===== src/hw/iefb_pkg.sv =====
// constants shared by the interrupt enable and flag bank
package iefb_pkg;
  // register byte offsets, one aligned word each
  localparam logic [5:0] OFS_EDGE_SEL   = 6'h00;
  localparam logic [5:0] OFS_PRIMARY_0  = 6'h04;
  localparam logic [5:0] OFS_PRIMARY_1  = 6'h08;
  localparam logic [5:0] OFS_PRIMARY_2  = 6'h0c;
  localparam logic [5:0] OFS_PRIMARY_3  = 6'h10;
  localparam logic [5:0] OFS_GROUP_0    = 6'h14;
  localparam logic [5:0] OFS_GROUP_1    = 6'h18;
  localparam logic [5:0] OFS_GROUP_2    = 6'h1c;
  localparam logic [5:0] OFS_GROUP_3    = 6'h20;
  localparam logic [5:0] OFS_EVT_STATUS = 6'h24;
  localparam logic [5:0] OFS_EVT_MASK   = 6'h28;

  // writable bits per register; the rest read as zero
  localparam logic [7:0] MASK_EDGE_SEL  = 8'h0f;
  localparam logic [7:0] MASK_PRIMARY_0 = 8'h7f;
  localparam logic [7:0] MASK_FULL      = 8'hff;
  localparam logic [7:0] MASK_GROUP_0   = 8'h77;
  localparam logic [7:0] MASK_GROUP_2   = 8'h77;
  localparam logic [2:0] MASK_EVT       = 3'h7;

  // field positions
  localparam int POS_PIN0_SEL   = 0;
  localparam int POS_PIN1_SEL   = 2;
  localparam int POS_GLOBAL_EN  = 0;
  localparam int POS_PIN0_FLAG  = 4;
  localparam int POS_PIN1_FLAG  = 5;
  localparam int POS_TOUCH_FLAG = 6;
  localparam int POS_EVT_VECTOR = 0;
  localparam int POS_EVT_WAKE   = 1;
  localparam int POS_EVT_PIN    = 2;

  // reset values
  localparam logic [7:0] RST_REG8 = 8'h00;
  localparam logic [2:0] RST_EVT  = 3'h0;

  // number of primary vectors
  localparam int NUM_VEC = 15;

  typedef enum logic [1:0] {
    IEFB_EDGE_OFF  = 2'h0,
    IEFB_EDGE_RISE = 2'h1,
    IEFB_EDGE_FALL = 2'h2,
    IEFB_EDGE_BOTH = 2'h3
  } iefb_edge_t;
endpackage


===== src/hw/iefb_bank.sv =====
// interrupt request flag and enable bank with avalon-mm register access
// What this block does
// edge field: 00 off, 01 rising, 10 falling, 11 both edges
// edge register: pin 1 field bits 3:2, pin 0 field bits 1:0
// unimplemented bits of edge and control registers read zero
// primary register 0 bit 0 is the global interrupt enable
// primary 0: touch, pin1, pin0 flags bits 6:4; enables bits 3:1
// primary 1: two-wire, uart2..0 flags bits 7:4; enables bits 3:0
// primary 2: group2, converter, group1, group0 flags 7:4; enables 3:0
// primary 3: group4, tick1, tick0, group3 flags 7:4; enables 3:0
// group 0: overvolt, timer0 a/p flags 6:4; enables 2:0; 7,3 unused
// group 1: standard a/p, compact1 a/p flags 7:4; enables 3:0
// group 2: serial module, periodic0 a/p flags 6:4; enables 2:0
// group 3: periodic2 a/p, periodic1 a/p flags 7:4; enables 3:0
// software clears group sub-flags; hardware never clears them
// group 0-3 flag sets when any enabled sub-flag in its register is set; group 4 flag from group4_req
// event in the same cycle as a clearing write keeps the flag set
// vector only when flag, its enable and global enable are all one
// service entry clears global enable; new flags still recorded
// servicing a pin interrupt clears that pin flag
// any flag becoming set by a hardware event wakes the device
//
// Register access over Avalon-MM and the placing of the registers were decided locally.
`timescale 1ns/1ps
module iefb_bank #(
  parameter int ADDR_W = 6
) (
  // clock and reset
  input  wire logic        sys_clk,
  input  wire logic        rst_n,
  // avalon-mm slave
  input  wire logic [ADDR_W-1:0] avs_address,
  input  wire logic        avs_read,
  input  wire logic        avs_write,
  input  wire logic [31:0] avs_writedata,
  output logic [31:0]      avs_readdata,
  output logic             avs_waitrequest,
  // external pins, synchronous
  input  wire logic [1:0]  pin_in,
  // peripheral request pulses
  input  wire logic        touch_evt,
  input  wire logic [2:0]  uart_evt,
  input  wire logic        twowire_evt,
  input  wire logic        converter_evt,
  input  wire logic [1:0]  tick_evt,
  input  wire logic        group4_req,
  input  wire logic        overvolt_evt,
  input  wire logic [1:0]  compact_timer_a_evt,
  input  wire logic [1:0]  compact_timer_p_evt,
  input  wire logic        standard_timer_a_evt,
  input  wire logic        standard_timer_p_evt,
  input  wire logic [2:0]  periodic_timer_a_evt,
  input  wire logic [2:0]  periodic_timer_p_evt,
  input  wire logic        serial_module_evt,
  // core vectoring
  input  wire logic        svc_ack,
  output logic             vec_valid,
  output logic [3:0]       vec_id,
  output logic             wake,
  // interrupt to the system
  output logic             irq
);

  if (ADDR_W < 6) begin : g_chk
    $error("ADDR_W must be at least 6");
  end

  logic [7:0] edge_sel;
  logic [7:0] prim0;
  logic [7:0] prim1;
  logic [7:0] prim2;
  logic [7:0] prim3;
  logic [7:0] grp0;
  logic [7:0] grp1;
  logic [7:0] grp2;
  logic [7:0] grp3;
  logic [2:0] evt_status;
  logic [2:0] evt_mask;
  logic [1:0] pin_prev;
  logic       bus_ack;
  logic       wr_go;
  logic [5:0] ofs;
  logic [1:0] pin_evt;
  logic [4:0] grp_cond;
  logic [14:0] prim_flags;
  logic [14:0] prim_ens;
  logic [14:0] prim_live;
  logic [14:0] svc_hot;
  logic [3:0]  next_vec_id;
  logic        next_vec_valid;
  logic [7:0]  next_rd;

  // masked write or hold-and-clear, with hardware sets always on top
  function automatic logic [7:0] upd8(input logic [7:0] cur, input logic wr,
                                      input logic [7:0] wd, input logic [7:0] set,
                                      input logic [7:0] clr, input logic [7:0] msk);
    upd8 = ((wr ? wd : (cur & ~clr)) | set) & msk;
  endfunction

  function automatic logic edge_hit(input logic [1:0] sel, input logic now,
                                    input logic prev);
    logic rise;
    logic fall;
    rise = now & ~prev;
    fall = ~now & prev;
    unique case (iefb_pkg::iefb_edge_t'(sel))
      iefb_pkg::IEFB_EDGE_OFF:  edge_hit = 1'b0;
      iefb_pkg::IEFB_EDGE_RISE: edge_hit = rise;
      iefb_pkg::IEFB_EDGE_FALL: edge_hit = fall;
      iefb_pkg::IEFB_EDGE_BOTH: edge_hit = rise | fall;
    endcase
  endfunction

  function automatic logic is_wr(input logic go, input logic [5:0] a,
                                 input logic [5:0] o);
    is_wr = go & (a == o);
  endfunction

  // bus: one wait cycle so read data comes from a flop
  assign ofs             = avs_address[5:0];
  assign avs_waitrequest = (avs_read | avs_write) & ~bus_ack;
  assign wr_go           = avs_write & bus_ack;

  always_ff @(posedge sys_clk or negedge rst_n) begin
    if (!rst_n) begin
      bus_ack <= 1'b0;
    end else begin
      bus_ack <= (avs_read | avs_write) & ~bus_ack;
    end
  end

  always_comb begin
    unique case (ofs)
      iefb_pkg::OFS_EDGE_SEL:   next_rd = edge_sel;
      iefb_pkg::OFS_PRIMARY_0:  next_rd = prim0;
      iefb_pkg::OFS_PRIMARY_1:  next_rd = prim1;
      iefb_pkg::OFS_PRIMARY_2:  next_rd = prim2;
      iefb_pkg::OFS_PRIMARY_3:  next_rd = prim3;
      iefb_pkg::OFS_GROUP_0:    next_rd = grp0;
      iefb_pkg::OFS_GROUP_1:    next_rd = grp1;
      iefb_pkg::OFS_GROUP_2:    next_rd = grp2;
      iefb_pkg::OFS_GROUP_3:    next_rd = grp3;
      iefb_pkg::OFS_EVT_STATUS: next_rd = {5'h00, evt_status};
      iefb_pkg::OFS_EVT_MASK:   next_rd = {5'h00, evt_mask};
      default:                  next_rd = 8'h00; // unmapped reads zero
    endcase
  end

  always_ff @(posedge sys_clk or negedge rst_n) begin
    if (!rst_n) begin
      avs_readdata <= 32'h0000_0000;
    end else if (avs_read && !bus_ack) begin
      avs_readdata <= {24'h00_0000, next_rd};
    end
  end

  // pin edge detection; pins are synchronous to sys_clk
  always_ff @(posedge sys_clk or negedge rst_n) begin
    if (!rst_n) begin
      pin_prev <= 2'h0;
    end else begin
      pin_prev <= pin_in;
    end
  end

  assign pin_evt[0] = edge_hit(edge_sel[iefb_pkg::POS_PIN0_SEL +: 2], pin_in[0],
                               pin_prev[0]);
  assign pin_evt[1] = edge_hit(edge_sel[iefb_pkg::POS_PIN1_SEL +: 2], pin_in[1],
                               pin_prev[1]);

  // group 0-3 request is the or of enabled sub-flags; group 4 request is group4_req
  assign grp_cond[0] = |(grp0[7:4] & grp0[3:0]);
  assign grp_cond[1] = |(grp1[7:4] & grp1[3:0]);
  assign grp_cond[2] = |(grp2[7:4] & grp2[3:0]);
  assign grp_cond[3] = |(grp3[7:4] & grp3[3:0]);
  assign grp_cond[4] = group4_req;

  // vector index order, lowest index wins on simultaneous requests
  assign prim_flags = {prim3[7], prim3[6], prim3[5], prim3[4], prim2[7], prim2[6],
                       prim2[5], prim2[4], prim1[7], prim1[6], prim1[5], prim1[4],
                       prim0[6], prim0[5], prim0[4]};
  assign prim_ens   = {prim3[3], prim3[2], prim3[1], prim3[0], prim2[3], prim2[2],
                       prim2[1], prim2[0], prim1[3], prim1[2], prim1[1], prim1[0],
                       prim0[3], prim0[2], prim0[1]};
  // live requests as a net, so the vector check can look one cycle back
  assign prim_live  = prim_flags & prim_ens;

  always_comb begin
    next_vec_id    = 4'h0;
    next_vec_valid = 1'b0;
    for (int i = iefb_pkg::NUM_VEC - 1; i >= 0; i--) begin
      if (prim_flags[i] && prim_ens[i]) begin
        next_vec_id    = 4'(i);
        next_vec_valid = prim0[iefb_pkg::POS_GLOBAL_EN];
      end
    end
  end

  always_ff @(posedge sys_clk or negedge rst_n) begin
    if (!rst_n) begin
      vec_valid <= 1'b0;
      vec_id    <= 4'h0;
    end else begin
      vec_valid <= next_vec_valid & ~svc_ack;
      vec_id    <= next_vec_id;
    end
  end

  // primary flags auto-clear on service
  assign svc_hot = (svc_ack && vec_valid) ? (15'h0001 << vec_id) : 15'h0000;

  always_ff @(posedge sys_clk or negedge rst_n) begin
    if (!rst_n) begin
      edge_sel <= iefb_pkg::RST_REG8;
    end else begin
      edge_sel <= upd8(edge_sel, is_wr(wr_go, ofs, iefb_pkg::OFS_EDGE_SEL),
                       avs_writedata[7:0], 8'h00, 8'h00, iefb_pkg::MASK_EDGE_SEL);
    end
  end

  always_ff @(posedge sys_clk or negedge rst_n) begin
    if (!rst_n) begin
      prim0 <= iefb_pkg::RST_REG8;
      prim1 <= iefb_pkg::RST_REG8;
      prim2 <= iefb_pkg::RST_REG8;
      prim3 <= iefb_pkg::RST_REG8;
    end else begin
      // service entry drops the global enable; flags keep latching
      prim0 <= upd8(prim0, is_wr(wr_go, ofs, iefb_pkg::OFS_PRIMARY_0),
                    avs_writedata[7:0], {1'b0, touch_evt, pin_evt, 4'h0},
                    {1'b0, svc_hot[2:0], 3'h0, svc_ack & vec_valid},
                    iefb_pkg::MASK_PRIMARY_0);
      prim1 <= upd8(prim1, is_wr(wr_go, ofs, iefb_pkg::OFS_PRIMARY_1),
                    avs_writedata[7:0], {twowire_evt, uart_evt, 4'h0},
                    {svc_hot[6:3], 4'h0}, iefb_pkg::MASK_FULL);
      prim2 <= upd8(prim2, is_wr(wr_go, ofs, iefb_pkg::OFS_PRIMARY_2),
                    avs_writedata[7:0],
                    {grp_cond[2], converter_evt, grp_cond[1], grp_cond[0], 4'h0},
                    {svc_hot[10:7], 4'h0}, iefb_pkg::MASK_FULL);
      prim3 <= upd8(prim3, is_wr(wr_go, ofs, iefb_pkg::OFS_PRIMARY_3),
                    avs_writedata[7:0],
                    {grp_cond[4], tick_evt[1], tick_evt[0], grp_cond[3], 4'h0},
                    {svc_hot[14:11], 4'h0}, iefb_pkg::MASK_FULL);
    end
  end

  // sub-flags are never cleared by service, only by software
  always_ff @(posedge sys_clk or negedge rst_n) begin
    if (!rst_n) begin
      grp0 <= iefb_pkg::RST_REG8;
      grp1 <= iefb_pkg::RST_REG8;
      grp2 <= iefb_pkg::RST_REG8;
      grp3 <= iefb_pkg::RST_REG8;
    end else begin
      grp0 <= upd8(grp0, is_wr(wr_go, ofs, iefb_pkg::OFS_GROUP_0), avs_writedata[7:0],
                   {1'b0, overvolt_evt, compact_timer_a_evt[0], compact_timer_p_evt[0],
                    4'h0}, 8'h00, iefb_pkg::MASK_GROUP_0);
      grp1 <= upd8(grp1, is_wr(wr_go, ofs, iefb_pkg::OFS_GROUP_1), avs_writedata[7:0],
                   {standard_timer_a_evt, standard_timer_p_evt, compact_timer_a_evt[1],
                    compact_timer_p_evt[1], 4'h0}, 8'h00, iefb_pkg::MASK_FULL);
      grp2 <= upd8(grp2, is_wr(wr_go, ofs, iefb_pkg::OFS_GROUP_2), avs_writedata[7:0],
                   {1'b0, serial_module_evt, periodic_timer_a_evt[0],
                    periodic_timer_p_evt[0], 4'h0}, 8'h00,
                   iefb_pkg::MASK_GROUP_2);
      grp3 <= upd8(grp3, is_wr(wr_go, ofs, iefb_pkg::OFS_GROUP_3), avs_writedata[7:0],
                   {periodic_timer_a_evt[2], periodic_timer_p_evt[2],
                    periodic_timer_a_evt[1], periodic_timer_p_evt[1], 4'h0}, 8'h00,
                   iefb_pkg::MASK_FULL);
    end
  end

  // wake on any flag going from clear to set by hardware
  logic [63:0] all_cur;
  logic [63:0] all_set;
  assign all_cur = {prim0, prim1, prim2, prim3, grp0, grp1, grp2, grp3};
  assign all_set = {1'b0, touch_evt, pin_evt, 4'h0, twowire_evt, uart_evt, 4'h0,
                    grp_cond[2], converter_evt, grp_cond[1], grp_cond[0], 4'h0,
                    grp_cond[4], tick_evt, grp_cond[3], 4'h0,
                    1'b0, overvolt_evt, compact_timer_a_evt[0], compact_timer_p_evt[0],
                    4'h0, standard_timer_a_evt, standard_timer_p_evt,
                    compact_timer_a_evt[1], compact_timer_p_evt[1], 4'h0,
                    1'b0, serial_module_evt, periodic_timer_a_evt[0],
                    periodic_timer_p_evt[0], 4'h0, periodic_timer_a_evt[2],
                    periodic_timer_p_evt[2], periodic_timer_a_evt[1],
                    periodic_timer_p_evt[1], 4'h0};

  always_ff @(posedge sys_clk or negedge rst_n) begin
    if (!rst_n) begin
      wake <= 1'b0;
    end else begin
      wake <= |(all_set & ~all_cur);
    end
  end

  // block status events, write one to clear, set wins
  always_ff @(posedge sys_clk or negedge rst_n) begin
    if (!rst_n) begin
      evt_status <= iefb_pkg::RST_EVT;
      evt_mask   <= iefb_pkg::RST_EVT;
    end else begin
      evt_status <= (evt_status & ~(is_wr(wr_go, ofs, iefb_pkg::OFS_EVT_STATUS) ?
                                    avs_writedata[2:0] : 3'h0))
                    | {|pin_evt, |(all_set & ~all_cur), svc_ack & vec_valid};
      if (is_wr(wr_go, ofs, iefb_pkg::OFS_EVT_MASK)) begin
        evt_mask <= avs_writedata[2:0] & iefb_pkg::MASK_EVT;
      end
    end
  end

  assign irq = |(evt_status & evt_mask);
endmodule


===== config.mk =====
export PLATFORM = sky130hd
export DESIGN_NAME = iefb_bank
export DESIGN_NICKNAME = d
export VERILOG_FILES = /design/src/hw/iefb_pkg.sv /design/src/hw/iefb_bank.sv
export SDC_FILE = /design/constraint.sdc
export NUM_CORES = 1
export LEC_CHECK = 0
export ABC_AREA = 1
export BUFFER_PORTS_ARGS = -buffer_cell sky130_fd_sc_hd__buf_2
export CORE_UTILIZATION = 54
export DETAILED_ROUTE_END_ITERATION = 16
export GPL_TIMING_DRIVEN = 0
export PLACE_DENSITY = 0.86
export SLEW_MARGIN = 20
export SYNTH_ARGS = -nofsm -noshare
export SYNTH_HDL_FRONTEND = slang
export SYNTH_SLANG_ARGS = --single-unit

===== constraint.sdc =====
create_clock -name sys_clk -period 2.1 [get_ports sys_clk]
set_input_delay 0.21 -clock sys_clk [delete_from_list [all_inputs] [get_ports sys_clk]]
set_output_delay 0.21 -clock sys_clk [all_outputs]
set_load 0.1 [all_outputs]

==> results by group, run 1 <==
Timing
  – Total negative setup slack: 0 ns
  – Achievable Freq: 527.2 MHz
  – Worst rel slew slack: 49.20%
  – RSZ-0062 raised after global routing: false
  – Period utilization: 90.33%
  – Worst-Margin Slew: 0.7621 ns
  – Final setup violation count: 0
  – Skew final: 0.009317 ns
  – Max-slew violation count: 0
  – Final Hold Viols: 0
  – Fin crit period: 1.897 ns

Yosys
  – EDFF count, synth: 0
  – Share of Yosys cell area claimed by the top area cell type: 45.42%
  – Post-synthesis area per instance: 7.793 um2
  – Post-Syn Area: 0.004738 mm2
  – Seq cells post-synth: 86
  – Top-count cell post-synth: nand2_1
  – Top_reg_cell synth: dfrtp_1
  – Synth warn: 0
  – Netlist cell types: 37
  – Top post-synthesis cells by count: nand2_1, dfrtp_1, inv_1, o21ai_0, nor2_1
  – Async SR Flop Fraction: 100.0%
  – Mapped Cells: 608
  – Sequential element share of the synthesized area: 45.42%
  – Yosys top cell by area: dfrtp_1
  – Top post-synthesis cells by area: dfrtp_1, nand2_1, inv_1, o21ai_0, buf_4

Global routing
  – First-pass GRT wire length: 21940 um
  – Largest net degree at the start of global routing: 60
  – Vias in the first global route: 4326
  – GRT Total Usage: 32.97%
  – Initial antenna violation count: 0
  – Grt total ovfl: 0

Floorplan
  – Initial Utilization: 56.81%
  – Die Wd: 95.67 um
  – Vert. Die Dim: 95.67 um
  – I/O pin count: 108
  – Area of the core: 0.008341 mm2
  – Total Die Area: 0.009153 mm2
  – Num rows: 33

Place
  – DP HPWL: 10380 um
  – GP Congestion: 0.9861
  – Number of port buffers: 54

Critical path
  – CP required: 2.33 ns
  – Setup CP Type: in -> reg
  – CP Buf/Inv Count: 3
  – Cell Chain, Critical Path: dlygate4sd3_1 > buf_2 > inv_1 > ha_1 > or2_2 > a32oi_1 > o22ai_1 > nor2_1 > nand3_1
  – Arr. time, crit path: 2.13 ns
  – Worst Setup Start Kind: primary input
  – R2r startpoint: pin_prev[1]
  – Slowest-stage cell, CP: dlygate4sd3_1
  – FF-to-FF path depth: 6
  – Cell family with most CP delay: buffers and inverters
  – Slowest stage delay, CP: 0.53 ns
  – R2R setup slack: 0.36 ns
  – Crit-path max FO: 3
  – R2R Path End: wake
  – CP endpoint kind: flop

Routing
  – Detailed-route via count: 4618
  – DRT Pass-1 Iters: 5
  – WL/cell: 17.15 um
  – Routed vias/inst: 5.708
  – Drt drc: 0
  – Final antenna-violating net count: 0
  – Initial DRC count: 498
  – Post-Route WL: 13880 um

Clocking
  – TritonCTS Buffers: 9
  – CTS tree: built
  – CTS root buffer: clkbuf_8
  – Resized cells post-CTS: 0
  – Clock transition at the registers of the reported paths: 0.09 ns
  – Clock buffer depth: 2
  – Hold Buf Count CTS: 3
  – Later-pin clock latency in the skew report: 0.36 ns
  – Sink Count: 86
  – Post-CTS Setup Inserts: 0
  – H-tree levels: 3

Outcome
  – Status: finished, final reports clean

Finish
  – Multi-input gate area: 0.002079 mm2
  – FILL cells: 708
  – Layout cells sized above 1: 18.89%
  – FF/Latch Area: 0.002152 mm2
  – Final Net Count: 772
  – # diodes: 0
  – Synthesis-to-layout area growth: 16.61%

Worst hold path
  – Hold depth: 2
  – HP Class: in -> reg
  – Hold Path Sink: vec_valid
  – Hold Crit Start: svc_ack

Power
  – VDD IR-drop max: 0.0003738 V
  – P per Cell Area: 798.8 mW/mm2
  – Power, Total: 4414 uW
  – Lkg Pwr: 0.002849 uW

Job
  – Maximum capacitance violations: 0
-- routing by layer --
| layer | vias to the layer above | GRT usage (%) | wire length [um] | part of all wire (%) |
|---|---|---|---|---|
| li1 | 2138 | - | - | - |
| met1 | 2148 | 44.75 | 5791 | 42 |
| met2 | 282 | 50.24 | 6182 | 45 |
| met3 | 50 | 7.735 | 1390 | 10 |
| met4 | 0 | 14.68 | 512 | 3.7 |
| met5 | - | 0 | 0 | 0 |
-- placed cells by master (no fill, tap or decap), types with 4 or more instances in the layout --
| cell type | instances |
|---|---|
| nand2_1 | 153 |
| dfrtp_1 | 86 |
| inv_1 | 84 |
| buf_2 | 58 |
| o21ai_0 | 52 |
| nor2_1 | 44 |
| buf_4 | 29 |
| o22ai_1 | 25 |
| nand3_1 | 25 |
| conb_1 | 24 |
| o211ai_1 | 16 |
| a21oi_1 | 11 |
| a211o_1 | 10 |
| clkbuf_8 | 9 |
| inv_2 | 8 |
| nor2_2 | 8 |
| o21ai_1 | 7 |
| nand2_2 | 6 |
| nand4_1 | 5 |
| nor2_4 | 4 |
| ha_1 | 4 |
-- how the worst max path moves through the flow --
stage / startpoint / to / slack [ns] / cells past startpoint
final: pin_in[1] / wake / 0.20 / 9
after global placement: rst_n / bus_ack / 0.11 / 1
after floorplan: bus_ack / bus_ack / 0.15 / 1
after detailed placement: pin_prev[1] / wake / 0.41 / 6
after CTS: pin_in[1] / wake / 0.25 / 9
after global routing: pin_in[1] / wake / 0.12 / 9
-- kinds of logic (layout without fill, tap and decap cells) --
| logic type | after synthesis | count (layout) | synth area share [%] |
|---|---|---|---|
| compound gates | 140 | 140 | 18.35 |
| fa+ha+maj | 4 | 4 | 1.056 |
| buf+inv | 128 | 201 | 12.65 |
| flops | 86 | 86 | 45.42 |
| other cells | 1 | 24 | 0.07914 |
| simple gates | 249 | 249 | 22.45 |
-- cell type report --
type / count / share of cell area, %
Clock inverter: 6 / 1.970
Inverter: 92 / 6.250
Tap cell: 105 / 2.378
Timing Repair Buffer: 58 / 5.978
Clock buffer: 9 / 2.242
Sequential cell: 86 / 38.95
Buffer: 36 / 4.597
Multi-Input combinational cell: 417 / 37.64
-- metrics by stage --
stage / cells / utilization (%) / setup slack (ns) / cell area, um2 / hold slack [ns]
6_report: 809 / 66.25 / 0.2031 / 5525 / 0.04171
2_1_floorplan: 631 / - / 0.1535 / 4831 / -0.08559
3_5_place_dp: 791 / 63.10 / 0.4076 / 5263 / 0.1619
5_1_grt: 809 / 66.25 / 0.1184 / 5525 / 0.05475
4_1_cts: 809 / 66.25 / 0.2501 / 5525 / 0.03522
3_3_place_gp: 790 / 62.74 / 0.1108 / 5233 / 0.3476
-- flip-flops by register name, summed over array words and instances (netlist names), 2 cells and up --
register	cells
pin_prev	2
vec_id	4
avs_readdata	8
prim3	8
prim0	7
prim2	8
evt_mask	3
grp2	6
grp3	8
prim1	8
evt_status	3
grp0	6
grp1	8
edge_sel	4
-- power breakdown --
part           leakage (uW)  internal [uW]  switching [uW]
logic               0.00180            237             844
clock network      0.000119            784             612
registers          0.000934           1810             126
Note: power is estimated with default switching activity, not from simulation.
==> run 2, diff against run 1 <==
--- a/config.mk
+++ b/config.mk
@@ -11,6 +11,7 @@
 export DETAILED_ROUTE_END_ITERATION = 16
 export GPL_TIMING_DRIVEN = 0
 export PLACE_DENSITY = 0.86
+export REMOVE_ABC_BUFFERS = 1
 export SLEW_MARGIN = 20
 export SYNTH_ARGS = -nofsm -noshare
 export SYNTH_HDL_FRONTEND = slang
==> results by group, run 2 (same netlist as run 1, synthesis figures left out) <==
Worst hold path
  – Hold Path Sink: vec_valid
  – Hold Crit Start: svc_ack
  – Hold depth: 2
  – HP Class: in -> reg

Outcome
  – Status: finished, final reports clean

Timing
  – Worst rel slew slack: 48.85%
  – Max-slew violation count: 0
  – Achievable Freq: 531.2 MHz
  – RSZ-0062 raised after global routing: false
  – Final Hold Viols: 0
  – Skew final: 0.01368 ns
  – WHS: 0.03263 ns
  – Worst-Margin Slew: 0.7645 ns
  – Fin crit period: 1.882 ns
  – Final setup violation count: 0
  – Period utilization: 89.64%
  – Final WS setup: 0.2176 ns

Critical path
  – Slowest-stage cell, CP: nor2_1
  – FF-to-FF path depth: 5
  – CP endpoint kind: flop
  – R2r startpoint: bus_ack
  – CP required: 2.31 ns
  – Cell Chain, Critical Path: nand2_2 > nor2_1 > inv_1 > nand2_1 > o21ai_0
  – R2R setup slack: 0.22 ns
  – Worst Setup Start Kind: flop
  – Arr. time, crit path: 2.10 ns
  – Slowest stage delay, CP: 0.69 ns
  – Crit-path max FO: 12
  – Setup CP Type: reg -> reg
  – R2R Path End: prim2[3]

Routing
  – Met3 WL: 1117 um
  – Highest metal used: met4
  – Initial DRC count: 360
  – Final antenna-violating net count: 0
  – DRT met1 WL: 5495 um
  – DRT Pass-1 Iters: 7
  – Detailed-route via count: 4432
  – Routed met2 length: 5883 um
  – Routed vias/inst: 5.697
  – WL/cell: 16.55 um
  – Drt drc: 0
  – Post-Route WL: 12880 um

Global routing
  – First-pass GRT wire length: 20250 um
  – Largest net degree at the start of global routing: 59
  – Grt total ovfl: 0
  – GRT Total Usage: 30.32%
  – Initial antenna violation count: 0
  – Vias in the first global route: 4066

Place
  – DP HPWL: 9788 um
  – Placement Setup Slack: 0.06233 ns
  – Number of port buffers: 59
  – GP Congestion: 1.032

Finish
  – Commonest non-fill, non-tap cells in the layout: nand2_1, dfrtp_1, inv_1
  – Final Net Count: 741
  – Most common cell after layout, fill and taps aside: nand2_1
  – FILL cells: 774
  – Synthesis-to-layout area growth: 10.75%
  – Layout cells sized above 1: 15.01%
  – # diodes: 0

Power
  – Switch Pwr: 1522 uW
  – Seq pwr share: 47.0%
  – Clock share of power: 28.2%
  – Power Internal: 2593 uW
  – Sw Ratio: 36.99%
  – Lkg Pwr: 0.002653 uW
  – VDD IR-drop max: 0.0004118 V
  – Comb pwr share: 24.8%
  – P per Cell Area: 784.2 mW/mm2

Floorplan
  – Area of the core: 0.008341 mm2
  – Initial Utilization: 56.81%
  – Die Wd: 95.67 um
  – Total Die Area: 0.009153 mm2
  – Vert. Die Dim: 95.67 um
  – I/O pin count: 108
  – Num rows: 33

Clocking
  – Clock buffer depth: 2
  – Hold Buf Count CTS: 3
  – Later-pin clock latency in the skew report: 0.36 ns
  – CTS root buffer: clkbuf_8
  – TritonCTS Buffers: 9
  – Post-CTS Setup Inserts: 0
  – Clock transition at the registers of the reported paths: 0.09 ns
  – Resized cells post-CTS: 0
  – CTS tree: built
  – H-tree levels: 3
  – Sink Count: 86

Job
  – Maximum capacitance violations: 0
[run 2: cell count changes in the layout (fill, tap and decap cells not counted), sizes merged]
| cell | before | now |
|---|---|---|
| buf | 89 | 60 |
| clkinvlp | 0 | 2 |
| clkbuf | 11 | 12 |
| clkinv | 2 | 0 |
| bufinv | 3 | 1 |
| inv | 93 | 92 |
[run 2: worst max-delay path, delay by kind of cell, from the launching register on]
kind / cells / cell delay [ns]
AOI/OAI and AO/OA: 1 / 0.08
buffers and inverters: 1 / 0.21
DFF: 1 / 0.39
and+or+nand+nor: 3 / 1.05
[run 2: worst max-delay path by stage]
stage                    from  cells past startpoint       end  slack, ns
6_report              bus_ack                      5  prim2[3]       0.22
5_1_grt               bus_ack                      5  prim2[4]       0.04
4_1_cts               bus_ack                      5  prim2[3]       0.25
3_5_place_dp   avs_address[1]                      9  prim2[4]       0.06
3_3_place_gp   avs_address[1]                      9  prim2[4]       0.12
2_1_floorplan   evt_status[0]                      2       irq      -0.03
[run 2: layout make-up]
| class | instances | area (um2) | area share, % |
|---|---|---|---|
| clock buffer | 12 | 145.1 | 2.766 |
| clock inverter | 3 | 45.04 | 0.8584 |
| inverter | 92 | 345.3 | 6.581 |
| multi-input combinational | 417 | 2073 | 39.51 |
| sequential | 86 | 2152 | 41.01 |
| tap | 105 | 131.4 | 2.504 |
| timing repair buffer | 63 | 355.3 | 6.772 |
[run 2: stage by stage]
step	utilization [%]	cells	TNS [ns]	area, um2	total power [uW]
after CTS	62.92	778	0	5248	4112
after global routing	62.92	778	0	5248	4273
after global placement	59.92	759	0	4997	2942
final	62.92	778	0	5248	4115
after floorplan	-	595	-0.03450	4571	2697
after detailed placement	60.28	760	0	5027	2973
[run 2: power groups by stage]
stage,sequential [uW],combinational (uW),clock [uW]
final,1930,1020,1160
after global routing,1950,1100,1220
after CTS,1930,1020,1160
after detailed placement,1960,1010,0
after global placement,1960,986,0
after floorplan,2160,533,0
[run 2: metal layers]
layer,global-route usage [%],vias to the layer above
met1,41.27,2066
met3,4.147,36
li1,-,2072
met4,13.56,0
met5,0,-
met2,48.27,258
